## src/spc_params.svh

```systemverilog
`ifndef SPC_PARAMS_SVH
`define SPC_PARAMS_SVH

`define SPC_CLK_HZ        25000000
`define SPC_CLK_PERIOD_NS 40
`define SPC_MAX_PPS       10000
`define SPC_MIN_PPS       1
`define SPC_START_SHIFT   3
`define SPC_PULSE_NS      5000
`define SPC_PULSE_CYC \
  ((`SPC_PULSE_NS + `SPC_CLK_PERIOD_NS - 1) / `SPC_CLK_PERIOD_NS)

`define SPC_OFF_CMD    8'h00
`define SPC_OFF_ARG0   8'h04
`define SPC_OFF_ARG1   8'h08
`define SPC_OFF_FLAGS  8'h0c
`define SPC_OFF_STATUS 8'h10
`define SPC_OFF_POS1   8'h14
`define SPC_OFF_POS2   8'h18
`define SPC_OFF_LEFT1  8'h1c
`define SPC_OFF_LEFT2  8'h20

`define SPC_CMD_OP_LSB  0
`define SPC_CMD_SEL_LSB 8
`define SPC_CMD_RLY_LSB 16

`define SPC_SEL_CTRL1 8'h01
`define SPC_SEL_FULL1 8'h0b
`define SPC_SEL_HALF1 8'h15
`define SPC_SEL_CTRL2 8'h20
`define SPC_CHAN1     8'h01
`define SPC_CHAN2     8'h02

`define SPC_RST_WORD  32'h0000_0000
`define SPC_RESP_OKAY 2'b00
`define SPC_RESP_SLV  2'b10

`endif

```

## src/spc_pkg.sv

```systemverilog
`default_nettype none

package spc_pkg;

  typedef enum logic [1:0] {
    MODE_CTRL = 2'b00,
    MODE_FULL = 2'b01,
    MODE_HALF = 2'b10
  } spc_mode_t;

  typedef enum logic [1:0] {
    PH_IDLE   = 2'b00,
    PH_ACCEL  = 2'b01,
    PH_CRUISE = 2'b10,
    PH_DECEL  = 2'b11
  } spc_phase_t;

  typedef enum logic [2:0] {
    OP_NONE  = 3'b000,
    OP_SETUP = 3'b001,
    OP_REL   = 3'b010,
    OP_ABS   = 3'b011,
    OP_ABORT = 3'b100,
    OP_HOME  = 3'b101,
    OP_SRST  = 3'b110
  } spc_op_t;

  typedef struct packed {
    logic      ok;
    logic      ch;
    spc_mode_t mode;
  } spc_sel_t;

  typedef struct packed {
    logic [13:0] rate;
    logic [31:0] ramp;
  } spc_prof_t;

endpackage

`default_nettype wire

```

## src/spc_stepper_ctrl.sv

```systemverilog
// Notes on behaviour
// - Selector 11 gives full-step coil mode, 21 gives half-step coil mode.
// - Selector 1 puts channel one in direction/step controller mode.
// - Selector 32 runs channel two as controller on outputs seven, eight.
// - Channel one controller: direction on output five, pulses on six.
// - Coil modes use outputs five to eight as the four phases.
// - Profile survives soft reset, cleared only by power-on reset.
// - Setup takes channel 1 or 2 and rate 1 to 10000 pps.
// - Ramp gives steps to accelerate and steps to decelerate.
// - Trajectory computed from stored profile at every move start.
// - Channel two offers controller mode only.
// - Relative count magnitude gives pulses; negative reverses direction.
// - Half-step mode counts and positions are in half steps.
// - Move start clears its flag; completion sets it.
// - Absolute move derives count and direction from target minus position.
// - Positions are signed 32-bit values from home.
// - Home command sets the reference position to zero while the channel is idle; ignored while it moves.
// - Move commands ignored while channel moves, until done or aborted.
// - Position readable at any time, also while moving.
// - Direction output high for negative motion, low for positive.
// - Ramp starts and ends at one eighth of maximum rate.
`include "spc_params.svh"
`timescale 1ns/100ps
`default_nettype none

module spc_stepper_ctrl #(
  parameter int CLK_HZ    = `SPC_CLK_HZ,
  parameter int MAX_PPS   = `SPC_MAX_PPS,
  parameter int PULSE_CYC = `SPC_PULSE_CYC
) (
  input  wire logic        core_clk,
  input  wire logic        arst_n,
  input  wire logic [7:0]  s_axi_awaddr,
  input  wire logic [2:0]  s_axi_awprot,
  input  wire logic        s_axi_awvalid,
  output logic             s_axi_awready,
  input  wire logic [31:0] s_axi_wdata,
  input  wire logic [3:0]  s_axi_wstrb,
  input  wire logic        s_axi_wvalid,
  output logic             s_axi_wready,
  output logic [1:0]       s_axi_bresp,
  output logic             s_axi_bvalid,
  input  wire logic        s_axi_bready,
  input  wire logic [7:0]  s_axi_araddr,
  input  wire logic [2:0]  s_axi_arprot,
  input  wire logic        s_axi_arvalid,
  output logic             s_axi_arready,
  output logic [31:0]      s_axi_rdata,
  output logic [1:0]       s_axi_rresp,
  output logic             s_axi_rvalid,
  input  wire logic        s_axi_rready,
  output logic [3:0]       motor_out
);
  import spc_pkg::*;

  if (CLK_HZ >= (1 << 25) || CLK_HZ < 2 * MAX_PPS) begin : g_bad_clk
    $error("spc_stepper_ctrl: CLK_HZ out of range");
  end
  if (MAX_PPS < 1 || MAX_PPS > 16383) begin : g_bad_pps
    $error("spc_stepper_ctrl: MAX_PPS out of range");
  end
  if (PULSE_CYC < 8 || PULSE_CYC > 127) begin : g_bad_pulse
    $error("spc_stepper_ctrl: PULSE_CYC out of range");
  end

  localparam logic [25:0] CLK26  = 26'(CLK_HZ);
  localparam logic [13:0] PPS_HI = 14'(MAX_PPS);
  localparam logic [13:0] PPS_LO = 14'(`SPC_MIN_PPS);
  localparam logic [6:0]  PW     = 7'(PULSE_CYC);

  function automatic spc_sel_t decode_sel(input logic [7:0] s);
    spc_sel_t r;
    r = '{ok: 1'b1, ch: 1'b0, mode: MODE_CTRL};
    unique case (s)
      `SPC_SEL_CTRL1: r.mode = MODE_CTRL;
      `SPC_SEL_FULL1: r.mode = MODE_FULL;
      `SPC_SEL_HALF1: r.mode = MODE_HALF;
      `SPC_SEL_CTRL2: r.ch = 1'b1;
      default:        r.ok = 1'b0;
    endcase
    return r;
  endfunction

  function automatic logic [3:0] coil_pattern(input logic [2:0] idx);
    logic [3:0] p;
    unique case (idx)
      3'h0: p = 4'h1;
      3'h1: p = 4'h5;
      3'h2: p = 4'h4;
      3'h3: p = 4'h6;
      3'h4: p = 4'h2;
      3'h5: p = 4'ha;
      3'h6: p = 4'h8;
      3'h7: p = 4'h9;
    endcase
    return p;
  endfunction

  function automatic logic [31:0] merge_bytes(input logic [31:0] old,
                                              input logic [31:0] nw,
                                              input logic [3:0]  be);
    logic [31:0] r;
    r = old;
    for (int b = 0; b < 4; b++) begin
      if (be[b]) begin
        r[8*b +: 8] = nw[8*b +: 8];
      end
    end
    return r;
  endfunction

  // Register bus
  logic        aw_hold;
  logic        w_hold;
  logic [7:0]  wr_addr;
  logic [31:0] wr_data;
  logic [3:0]  wr_strb;
  logic        wr_go;
  logic        wr_hit;
  logic [31:0] arg0;
  logic [31:0] arg1;
  logic [31:0] flags;
  logic        cmd_err;

  // Channel state
  spc_prof_t   prof    [2];
  logic [1:0]  prof_ok;
  spc_phase_t  ph      [2];
  logic [32:0] remain  [2];
  logic [31:0] pos     [2];
  logic [1:0]  dir;
  logic [24:0] acc     [2];
  logic [13:0] rate    [2];
  logic [31:0] owe     [2];
  logic [6:0]  pulse   [2];
  logic [4:0]  relay   [2];
  spc_mode_t   ch0_mode;
  logic [2:0]  coil_idx;

  // Decoded command
  spc_op_t     op;
  spc_sel_t    sel;
  logic [7:0]  sel_raw;
  logic        cmd_go;
  logic [1:0]  setup;
  logic [1:0]  mv_req;
  logic [1:0]  start;
  logic [1:0]  abort;
  logic [1:0]  home;
  logic        srst;
  logic [1:0]  step_ev;
  logic [1:0]  done;
  logic [32:0] mag     [2];
  logic [1:0]  neg;
  logic [13:0] min_r   [2];
  logic [13:0] span    [2];
  logic [25:0] sum     [2];
  logic [32:0] diff;
  logic [32:0] ext0;

  assign s_axi_awready = !aw_hold;
  assign s_axi_wready  = !w_hold;
  assign wr_go   = aw_hold && w_hold && !s_axi_bvalid;
  assign s_axi_arready = !s_axi_rvalid;

  always_ff @(posedge core_clk or negedge arst_n) begin
    if (!arst_n) begin
      aw_hold <= 1'b0;
      w_hold  <= 1'b0;
      wr_addr <= 8'h00;
      wr_data <= `SPC_RST_WORD;
      wr_strb <= 4'h0;
    end else begin
      if (s_axi_awvalid && !aw_hold) begin
        aw_hold <= 1'b1;
        wr_addr <= s_axi_awaddr;
      end else if (wr_go) begin
        aw_hold <= 1'b0;
      end
      if (s_axi_wvalid && !w_hold) begin
        w_hold  <= 1'b1;
        wr_data <= s_axi_wdata;
        wr_strb <= s_axi_wstrb;
      end else if (wr_go) begin
        w_hold <= 1'b0;
      end
    end
  end

  always_comb begin
    unique case ({wr_addr[7:2], 2'b00})
      `SPC_OFF_CMD, `SPC_OFF_ARG0, `SPC_OFF_ARG1,
      `SPC_OFF_FLAGS: wr_hit = 1'b1;
      default:        wr_hit = 1'b0;
    endcase
  end

  always_ff @(posedge core_clk or negedge arst_n) begin
    if (!arst_n) begin
      s_axi_bvalid <= 1'b0;
      s_axi_bresp  <= `SPC_RESP_OKAY;
    end else if (wr_go) begin
      s_axi_bvalid <= 1'b1;
      s_axi_bresp  <= wr_hit ? `SPC_RESP_OKAY : `SPC_RESP_SLV;
    end else if (s_axi_bready) begin
      s_axi_bvalid <= 1'b0;
    end
  end

  always_ff @(posedge core_clk or negedge arst_n) begin
    if (!arst_n) begin
      arg0 <= `SPC_RST_WORD;
      arg1 <= `SPC_RST_WORD;
    end else if (wr_go && {wr_addr[7:2], 2'b00} == `SPC_OFF_ARG0) begin
      arg0 <= merge_bytes(arg0, wr_data, wr_strb);
    end else if (wr_go && {wr_addr[7:2], 2'b00} == `SPC_OFF_ARG1) begin
      arg1 <= merge_bytes(arg1, wr_data, wr_strb);
    end
  end

  // Command decode
  always_comb begin
    op      = spc_op_t'(wr_data[`SPC_CMD_OP_LSB +: 3]);
    sel_raw = wr_data[`SPC_CMD_SEL_LSB +: 8];
    sel     = decode_sel(sel_raw);
    cmd_go  = wr_go && {wr_addr[7:2], 2'b00} == `SPC_OFF_CMD;
    srst    = cmd_go && op == OP_SRST;
    ext0    = {arg0[31], arg0};
    diff    = ext0 - {pos[0][31], pos[0]};
    for (int c = 0; c < 2; c++) begin
      setup[c] = cmd_go && op == OP_SETUP &&
                 sel_raw == (c == 0 ? `SPC_CHAN1 : `SPC_CHAN2) &&
                 arg0[31:14] == 18'h00000 &&
                 arg0[13:0] >= PPS_LO && arg0[13:0] <= PPS_HI;
      abort[c] = cmd_go && op == OP_ABORT &&
                 sel_raw == (c == 0 ? `SPC_CHAN1 : `SPC_CHAN2);
      home[c]  = cmd_go && op == OP_HOME &&
                 sel_raw == (c == 0 ? `SPC_CHAN1 : `SPC_CHAN2);
      // Channel two shares outputs seven and eight with the coils
      mv_req[c] = cmd_go && (op == OP_REL || op == OP_ABS) && sel.ok &&
                  sel.ch == 1'(c) && prof_ok[c] &&
                  (c == 0 ? (sel.mode == MODE_CTRL || ph[1] == PH_IDLE)
                          : ch0_mode == MODE_CTRL);
      start[c] = mv_req[c] && ph[c] == PH_IDLE;
      min_r[c] = (prof[c].rate >> `SPC_START_SHIFT) == 14'h0000 ?
                 PPS_LO : prof[c].rate >> `SPC_START_SHIFT;
      span[c]  = prof[c].rate - min_r[c];
      sum[c]   = {1'b0, acc[c]} + {12'h000, rate[c]};
      // A step due in the abort cycle is dropped, pulse and count alike
      step_ev[c] = ph[c] != PH_IDLE && sum[c] >= CLK26 &&
                   !abort[c] && !srst;
    end
    // Same count for either channel; the target is per channel
    if (op == OP_ABS) begin
      diff = sel.ch ? ext0 - {pos[1][31], pos[1]} : diff;
      neg  = {2{diff[32]}};
      mag[0] = diff[32] ? 33'(-diff) : diff;
    end else begin
      neg  = {2{arg0[31]}};
      mag[0] = arg0[31] ? 33'(-ext0) : ext0;
    end
    mag[1] = mag[0];
    for (int c = 0; c < 2; c++) begin
      done[c] = (step_ev[c] && remain[c] == 33'h1) ||
                (start[c] && mag[c] == 33'h0);
    end
  end

  always_ff @(posedge core_clk or negedge arst_n) begin
    if (!arst_n) begin
      prof_ok <= 2'b00;
      for (int c = 0; c < 2; c++) begin
        prof[c] <= '0;
      end
    end else begin
      for (int c = 0; c < 2; c++) begin
        if (setup[c]) begin
          prof[c] <= '{rate: arg0[13:0], ramp: arg1};
          prof_ok[c] <= 1'b1;
        end
      end
    end
  end

  // Motion engine, one per channel
  always_ff @(posedge core_clk or negedge arst_n) begin
    if (!arst_n) begin
      dir <= 2'b00;
      for (int c = 0; c < 2; c++) begin
        ph[c]     <= PH_IDLE;
        remain[c] <= 33'h0;
        pos[c]    <= 32'h0;
        acc[c]    <= 25'h0;
        rate[c]   <= 14'h0;
        owe[c]    <= 32'h0;
        pulse[c]  <= 7'h0;
        relay[c]  <= 5'h0;
      end
    end else begin
      for (int c = 0; c < 2; c++) begin
        if (pulse[c] != 7'h0) begin
          pulse[c] <= pulse[c] - 7'h1;
        end
        if (srst || abort[c]) begin
          ph[c] <= PH_IDLE;
        end else if (start[c]) begin
          remain[c] <= mag[c];
          dir[c]    <= neg[c];
          relay[c]  <= wr_data[`SPC_CMD_RLY_LSB +: 5];
          acc[c]    <= 25'h0;
          owe[c]    <= 32'h0;
          rate[c]   <= prof[c].ramp == 32'h0 ?
                       prof[c].rate : min_r[c];
          ph[c]     <= mag[c] == 33'h0 ? PH_IDLE : PH_ACCEL;
        end else if (ph[c] != PH_IDLE) begin
          acc[c] <= step_ev[c] ? 25'(sum[c] - CLK26) : sum[c][24:0];
          // Ramp steps pay out one rate unit per clock, far faster
          // than steps come, so the slope follows span/ramp per step
          owe[c] <= owe[c] + (step_ev[c] ? {18'h0, span[c]} : 32'h0) -
                    ((owe[c] >= prof[c].ramp && prof[c].ramp != 32'h0) ?
                     prof[c].ramp : 32'h0);
          if (owe[c] >= prof[c].ramp && prof[c].ramp != 32'h0) begin
            if (ph[c] == PH_DECEL) begin
              rate[c] <= rate[c] > min_r[c] ? rate[c] - 14'h1 : min_r[c];
            end else if (rate[c] < prof[c].rate) begin
              rate[c] <= rate[c] + 14'h1;
            end
          end
          if (step_ev[c]) begin
            remain[c] <= remain[c] - 33'h1;
            pos[c]    <= dir[c] ? pos[c] - 32'h1 : pos[c] + 32'h1;
            pulse[c]  <= PW;
          end
          priority case (1'b1)
            step_ev[c] && remain[c] == 33'h1: ph[c] <= PH_IDLE;
            remain[c] <= {1'b0, prof[c].ramp}: ph[c] <= PH_DECEL;
            rate[c] >= prof[c].rate: ph[c] <= PH_CRUISE;
            default: ph[c] <= PH_ACCEL;
          endcase
        end else if (home[c]) begin
          pos[c] <= 32'h0;
        end
      end
    end
  end

  always_ff @(posedge core_clk or negedge arst_n) begin
    if (!arst_n) begin
      ch0_mode <= MODE_CTRL;
      coil_idx <= 3'h1;
    end else if (start[0]) begin
      ch0_mode <= sel.mode;
      coil_idx <= sel.mode == MODE_FULL ? coil_idx | 3'h1 : coil_idx;
    end else if (step_ev[0] && ch0_mode != MODE_CTRL) begin
      coil_idx <= coil_idx + (dir[0] ?
                  (ch0_mode == MODE_FULL ? 3'h6 : 3'h7) :
                  (ch0_mode == MODE_FULL ? 3'h2 : 3'h1));
    end
  end

  always_ff @(posedge core_clk or negedge arst_n) begin
    if (!arst_n) begin
      motor_out <= 4'h0;
    end else if (ch0_mode != MODE_CTRL) begin
      motor_out <= coil_pattern(coil_idx);
    end else begin
      motor_out <= {pulse[1] != 7'h0, dir[1],
                    pulse[0] != 7'h0, dir[0]};
    end
  end

  // Flags: hardware set beats software write-one-to-clear
  always_ff @(posedge core_clk or negedge arst_n) begin
    if (!arst_n) begin
      flags   <= 32'h0;
      cmd_err <= 1'b0;
    end else begin
      logic [31:0] clr;
      logic [31:0] set;
      clr = (wr_go && {wr_addr[7:2], 2'b00} == `SPC_OFF_FLAGS) ?
            merge_bytes(32'h0, wr_data, wr_strb) : 32'h0;
      set = 32'h0;
      for (int c = 0; c < 2; c++) begin
        if (start[c]) begin
          clr[wr_data[`SPC_CMD_RLY_LSB +: 5]] = 1'b1;
        end
        if (done[c]) begin
          set[start[c] ? wr_data[`SPC_CMD_RLY_LSB +: 5] : relay[c]] = 1'b1;
        end
      end
      flags <= (flags & ~clr) | set;
      if (cmd_go) begin
        cmd_err <= !(|{setup, start, abort, home, srst}) && op != OP_NONE;
      end
    end
  end

  always_ff @(posedge core_clk or negedge arst_n) begin
    if (!arst_n) begin
      s_axi_rvalid <= 1'b0;
      s_axi_rdata  <= `SPC_RST_WORD;
      s_axi_rresp  <= `SPC_RESP_OKAY;
    end else if (s_axi_arvalid && !s_axi_rvalid) begin
      s_axi_rvalid <= 1'b1;
      s_axi_rresp  <= `SPC_RESP_OKAY;
      unique case ({s_axi_araddr[7:2], 2'b00})
        `SPC_OFF_CMD:    s_axi_rdata <= `SPC_RST_WORD;
        `SPC_OFF_ARG0:   s_axi_rdata <= arg0;
        `SPC_OFF_ARG1:   s_axi_rdata <= arg1;
        `SPC_OFF_FLAGS:  s_axi_rdata <= flags;
        `SPC_OFF_STATUS: s_axi_rdata <= {23'h0, cmd_err, ch0_mode,
                                         prof_ok, ph[1] != PH_IDLE,
                                         ph[0] != PH_IDLE, ph[0]};
        `SPC_OFF_POS1:   s_axi_rdata <= pos[0];
        `SPC_OFF_POS2:   s_axi_rdata <= pos[1];
        `SPC_OFF_LEFT1:  s_axi_rdata <= remain[0][31:0];
        `SPC_OFF_LEFT2:  s_axi_rdata <= remain[1][31:0];
        default: begin
          s_axi_rdata <= `SPC_RST_WORD;
          s_axi_rresp <= `SPC_RESP_SLV;
        end
      endcase
    end else if (s_axi_rready) begin
      s_axi_rvalid <= 1'b0;
    end
  end
endmodule
`default_nettype wire

```

## config.mk

```make
export PLATFORM = sky130hd
export DESIGN_NAME = spc_stepper_ctrl
export DESIGN_NICKNAME = d
export VERILOG_FILES = /design/src/spc_pkg.sv /design/src/spc_stepper_ctrl.sv
export VERILOG_INCLUDE_DIRS = /design/src
export SDC_FILE = /design/constraint.sdc
export NUM_CORES = 2
export LEC_CHECK = 0
export ABC_AREA = 1
export ABC_CLOCK_PERIOD_IN_PS = 10900
export BUFFER_PORTS_ARGS = -buffer_cell sky130_fd_sc_hd__buf_2
export CAP_MARGIN = 30
export CORE_UTILIZATION = 60
export CTS_CLUSTER_DIAMETER = 100
export DETAILED_ROUTE_END_ITERATION = 8
export HOLD_SLACK_MARGIN = 0.02
export PLACE_DENSITY = 0.85
export SYNTH_ARGS = -nofsm -noshare
export SYNTH_HDL_FRONTEND = slang
export SYNTH_SLANG_ARGS = --single-unit
```

## constraint.sdc

```tcl
create_clock -name core_clk -period 10.9 [get_ports core_clk]
set_input_delay 2.18 -clock core_clk [delete_from_list [all_inputs] [get_ports core_clk]]
set_output_delay 2.18 -clock core_clk [all_outputs]
set_load 0.03 [all_outputs]
```

==> impl_metrics.tcl <==
set metrics [dict create \
    relSlewSlack 0.2291 \
    synth_edf_count 0 \
    first_global_vias 48016 \
    synthCells 7127 \
    p_leak_nw 27.23 \
    final_cell_mix "nand2_1, inv_1, nor2_1, dfrtp_1, o21ai_0" \
    dr_total_vias 51265 \
    wl_um 187800 \
    post-route-period-util 0.7219 \
    hpwl_um 144900 \
    grt_overflow 0 \
    root_buffer "clkbuf_16" \
    finalCriticalPeriod_ns 7.869 \
    cp_slowest_cell "fa_1" \
    synth_area_leader_cell "dfrtp_1" \
    tightest_slew_ns 1.144 \
    crit_required_ns 11.43 \
    slew_violations 0 \
    setup_tns_ns 0 \
    area_growth_syn_to_layout_pct 7.824 \
    ir_drop_v 0.0003210 \
    regToRegSetupSlack_ns 3.03 \
    avgViaCountPerCell 6.183 \
    ys_ff_latch 582 \
    ant_nets 0 \
    dr.pass1.iters 6 \
    numCtsBuffers 71 \
    fin_nets 7697 \
    design_area_um2 53340 \
    critPathMaxFanout 32 \
    synth_top_area_frac 0.2939 \
    hold_violations 0 \
    outcome "completed" \
    path_clk_slew_ns 0.06 \
    yosysSeqAreaShare 0.2944 \
    fp-row-count 104 \
    grt_pass1_wl_um 281400 \
    setup.worst_path.end "owe[22]" \
    antenna_found_initial 22 \
    cts_setup_buffers 0 \
    die_h_um 289.1 \
    r2r_start "rate[0]" \
    clock-sinks 582 \
    worstPathArrival_ns 8.40 \
    start_util 0.6102 \
    max_freq_mhz 127.1 \
    hold_slack_ns 0.4752 \
    boundaryPins 110 \
    clock_latency_ns 0.65 \
    final_util 0.6579 \
    slowest_delay_ns 0.49 \
    drc 0 \
    dp_cells 8146 \
    rsz0062_at_grt "false" \
    path_class "flip-flop to flip-flop" \
    nFillCells 7211 \
    fin_worst_skew_ns 0.02895 \
    cts_buffer_depth 3 \
    die_w_um 289.1 \
    r2r_cells 39 \
    yosysWarnings 0 \
    die-area_um2 83600 \
    end_kind "flip-flop" \
    drtIter0Drc 5614 \
    wire_per_inst_um 22.65 \
    cts_tree "done" \
    layout-drive-gt1-share 0.05603 \
    setup_viol 0 \
    cap_violations 0 \
    core_area_um2 81070 \
    async_flop_share 1.000 \
    p_per_area_nw_per_um2 197.7 \
    hold_class "flip-flop to flip-flop" \
    gp_congestion 1.066 \
    netlist_area_um2 49470 \
    crit_path_start_kind "flip-flop" \
    cts.repair.resized 0 \
    dpl_cell_area_um2 50900 \
    crit_start "rate[0]" \
    final_common_cell "nand2_1" \
    cp_common_cell "nand2_1" \
    io_buffer_count 97 \
    yosys_most_used_dff "dfrtp_1" \
    hold_buffers 0 \
    cts_max_level 3 \
    reg2reg_to "owe[22]" \
    yosys-top-cells-area "dfrtp_1, nand2_1, ha_1, inv_1, o21ai_0" \
    avgSynthCellArea_um2 6.941 \
    grt_max_degree 163 \
    instances_no_fill 8291 \
    ys_types 73 \
    gr-usage-all-layers 0.4459 \
]
per-stage QoR:
| step | power, W | setup slack (ns) |
|---|---|---|
| final | 0.01054 | 3.031 |
| after global routing | 0.01112 | 2.386 |
| after CTS | 0.01032 | 3.207 |
| after detailed placement | 0.007857 | 3.286 |
| after global placement | 0.007830 | 3.387 |
| after floorplan | 0.006150 | 4.934 |
power breakdown:
group / leakage (nW) / switching, W / internal [W]
Clock: 1.14 / 0.00100 / 0.00148
Combinational: 18.1 / 0.00416 / 0.00137
Sequential: 7.97 / 0.000198 / 0.00233
worst min-delay path by stage:
stage | startpoint | to | slack (ns) | cells past startpoint
floorplan | arg1[14] | arg1[14] | 0.44 | 2
global placement | s_axi_rdata[4] | s_axi_rdata[4] | 0.46 | 1
detailed placement | s_axi_rdata[15] | s_axi_rdata[15] | 0.46 | 1
CTS | arg1[12] | arg1[12] | 0.48 | 2
global route | s_axi_rdata[26] | s_axi_rdata[26] | 0.49 | 1
finish | arg1[12] | arg1[12] | 0.48 | 2
final cells by class:
class	instances	area, µm²	area share
inverters	1033	3877	0.07270
clock buffers	104	2031	0.03807
multi-input cells	5324	30200	0.5663
well taps	1060	1326	0.02487
flip-flops and latches	582	14570	0.2731
clock inverters	20	325.3	0.006099
repair buffers	148	958.4	0.01797
diodes	20	50.05	0.0009383
worst max-delay path: cells and delay by family, from the launching register on:
family / cells / cell delay (ns)
AND/OR/NAND/NOR: 23 / 3.24
adder cells (fa/ha/maj): 4 / 1.46
flip-flops: 1 / 0.44
AO/OA/AOI/OAI: 8 / 1.82
XOR/XNOR: 1 / 0.20
buffers and inverters: 3 / 0.53
cells in the mapped netlist, types with 13 or more instances:
master / instances
o21ai_0: 567
nor4_1: 62
clkbuf_1: 134
clkinv_1: 15
inv_2: 15
o22ai_1: 136
o311ai_0: 18
nand3_2: 14
nor2_2: 16
dfrtp_1: 581
o21a_1: 17
fa_1: 36
buf_6: 13
or2_2: 18
nand3b_1: 14
nand2_1: 1604
ha_1: 436
nor2_1: 686
nand2_2: 31
nand3_1: 371
a21oi_1: 468
inv_1: 1003
o2111ai_1: 13
o21ai_1: 55
o21bai_1: 16
buf_2: 29
a221oi_1: 32
nor3_1: 110
a21o_1: 29
a31oi_1: 38
o211ai_1: 90
nand4_1: 86
xnor2_1: 62
xor2_1: 144
a211oi_1: 15
o31ai_1: 18
flip-flops by register name, indices dropped and copies added (netlist names), 2 cells and up:
signal,count
prof,92
remain,66
owe,64
pos,64
acc,50
arg0,32
arg1,32
flags,32
s_axi_rdata,32
wr_data,32
rate,28
pulse,14
relay,10
wr_addr,6
motor_out,4
ph,4
wr_strb,4
coil_idx,3
ch0_mode,2
dir,2
prof_ok,2
cells by family (layout without fill, tap and decap cells):
kind of cell	count (synthesis)	count (layout)	share of synthesized area
AND/OR/NAND/NOR	3055	3055	0.2627
AO/OA/AOI/OAI	1582	1582	0.1840
buffers and inverters	1222	1305	0.09589
flip-flops	582	582	0.2944
adder cells (fa/ha/maj)	472	472	0.1249
XOR/XNOR	206	206	0.03647
multiplexers	7	7	0.001543
other	1	22	0.00007581
metal layers:
metal / track usage / vias to the layer above / share of wire
met3: 0.1094 / 646 / 0.10
met2: 0.6730 / 2688 / 0.43
met1: 0.5558 / 23992 / 0.39
met5: 0 / - / 0.00070
li1: - / 23919 / -
met4: 0.3255 / 20 / 0.083
(Power assumes the default switching activity.)
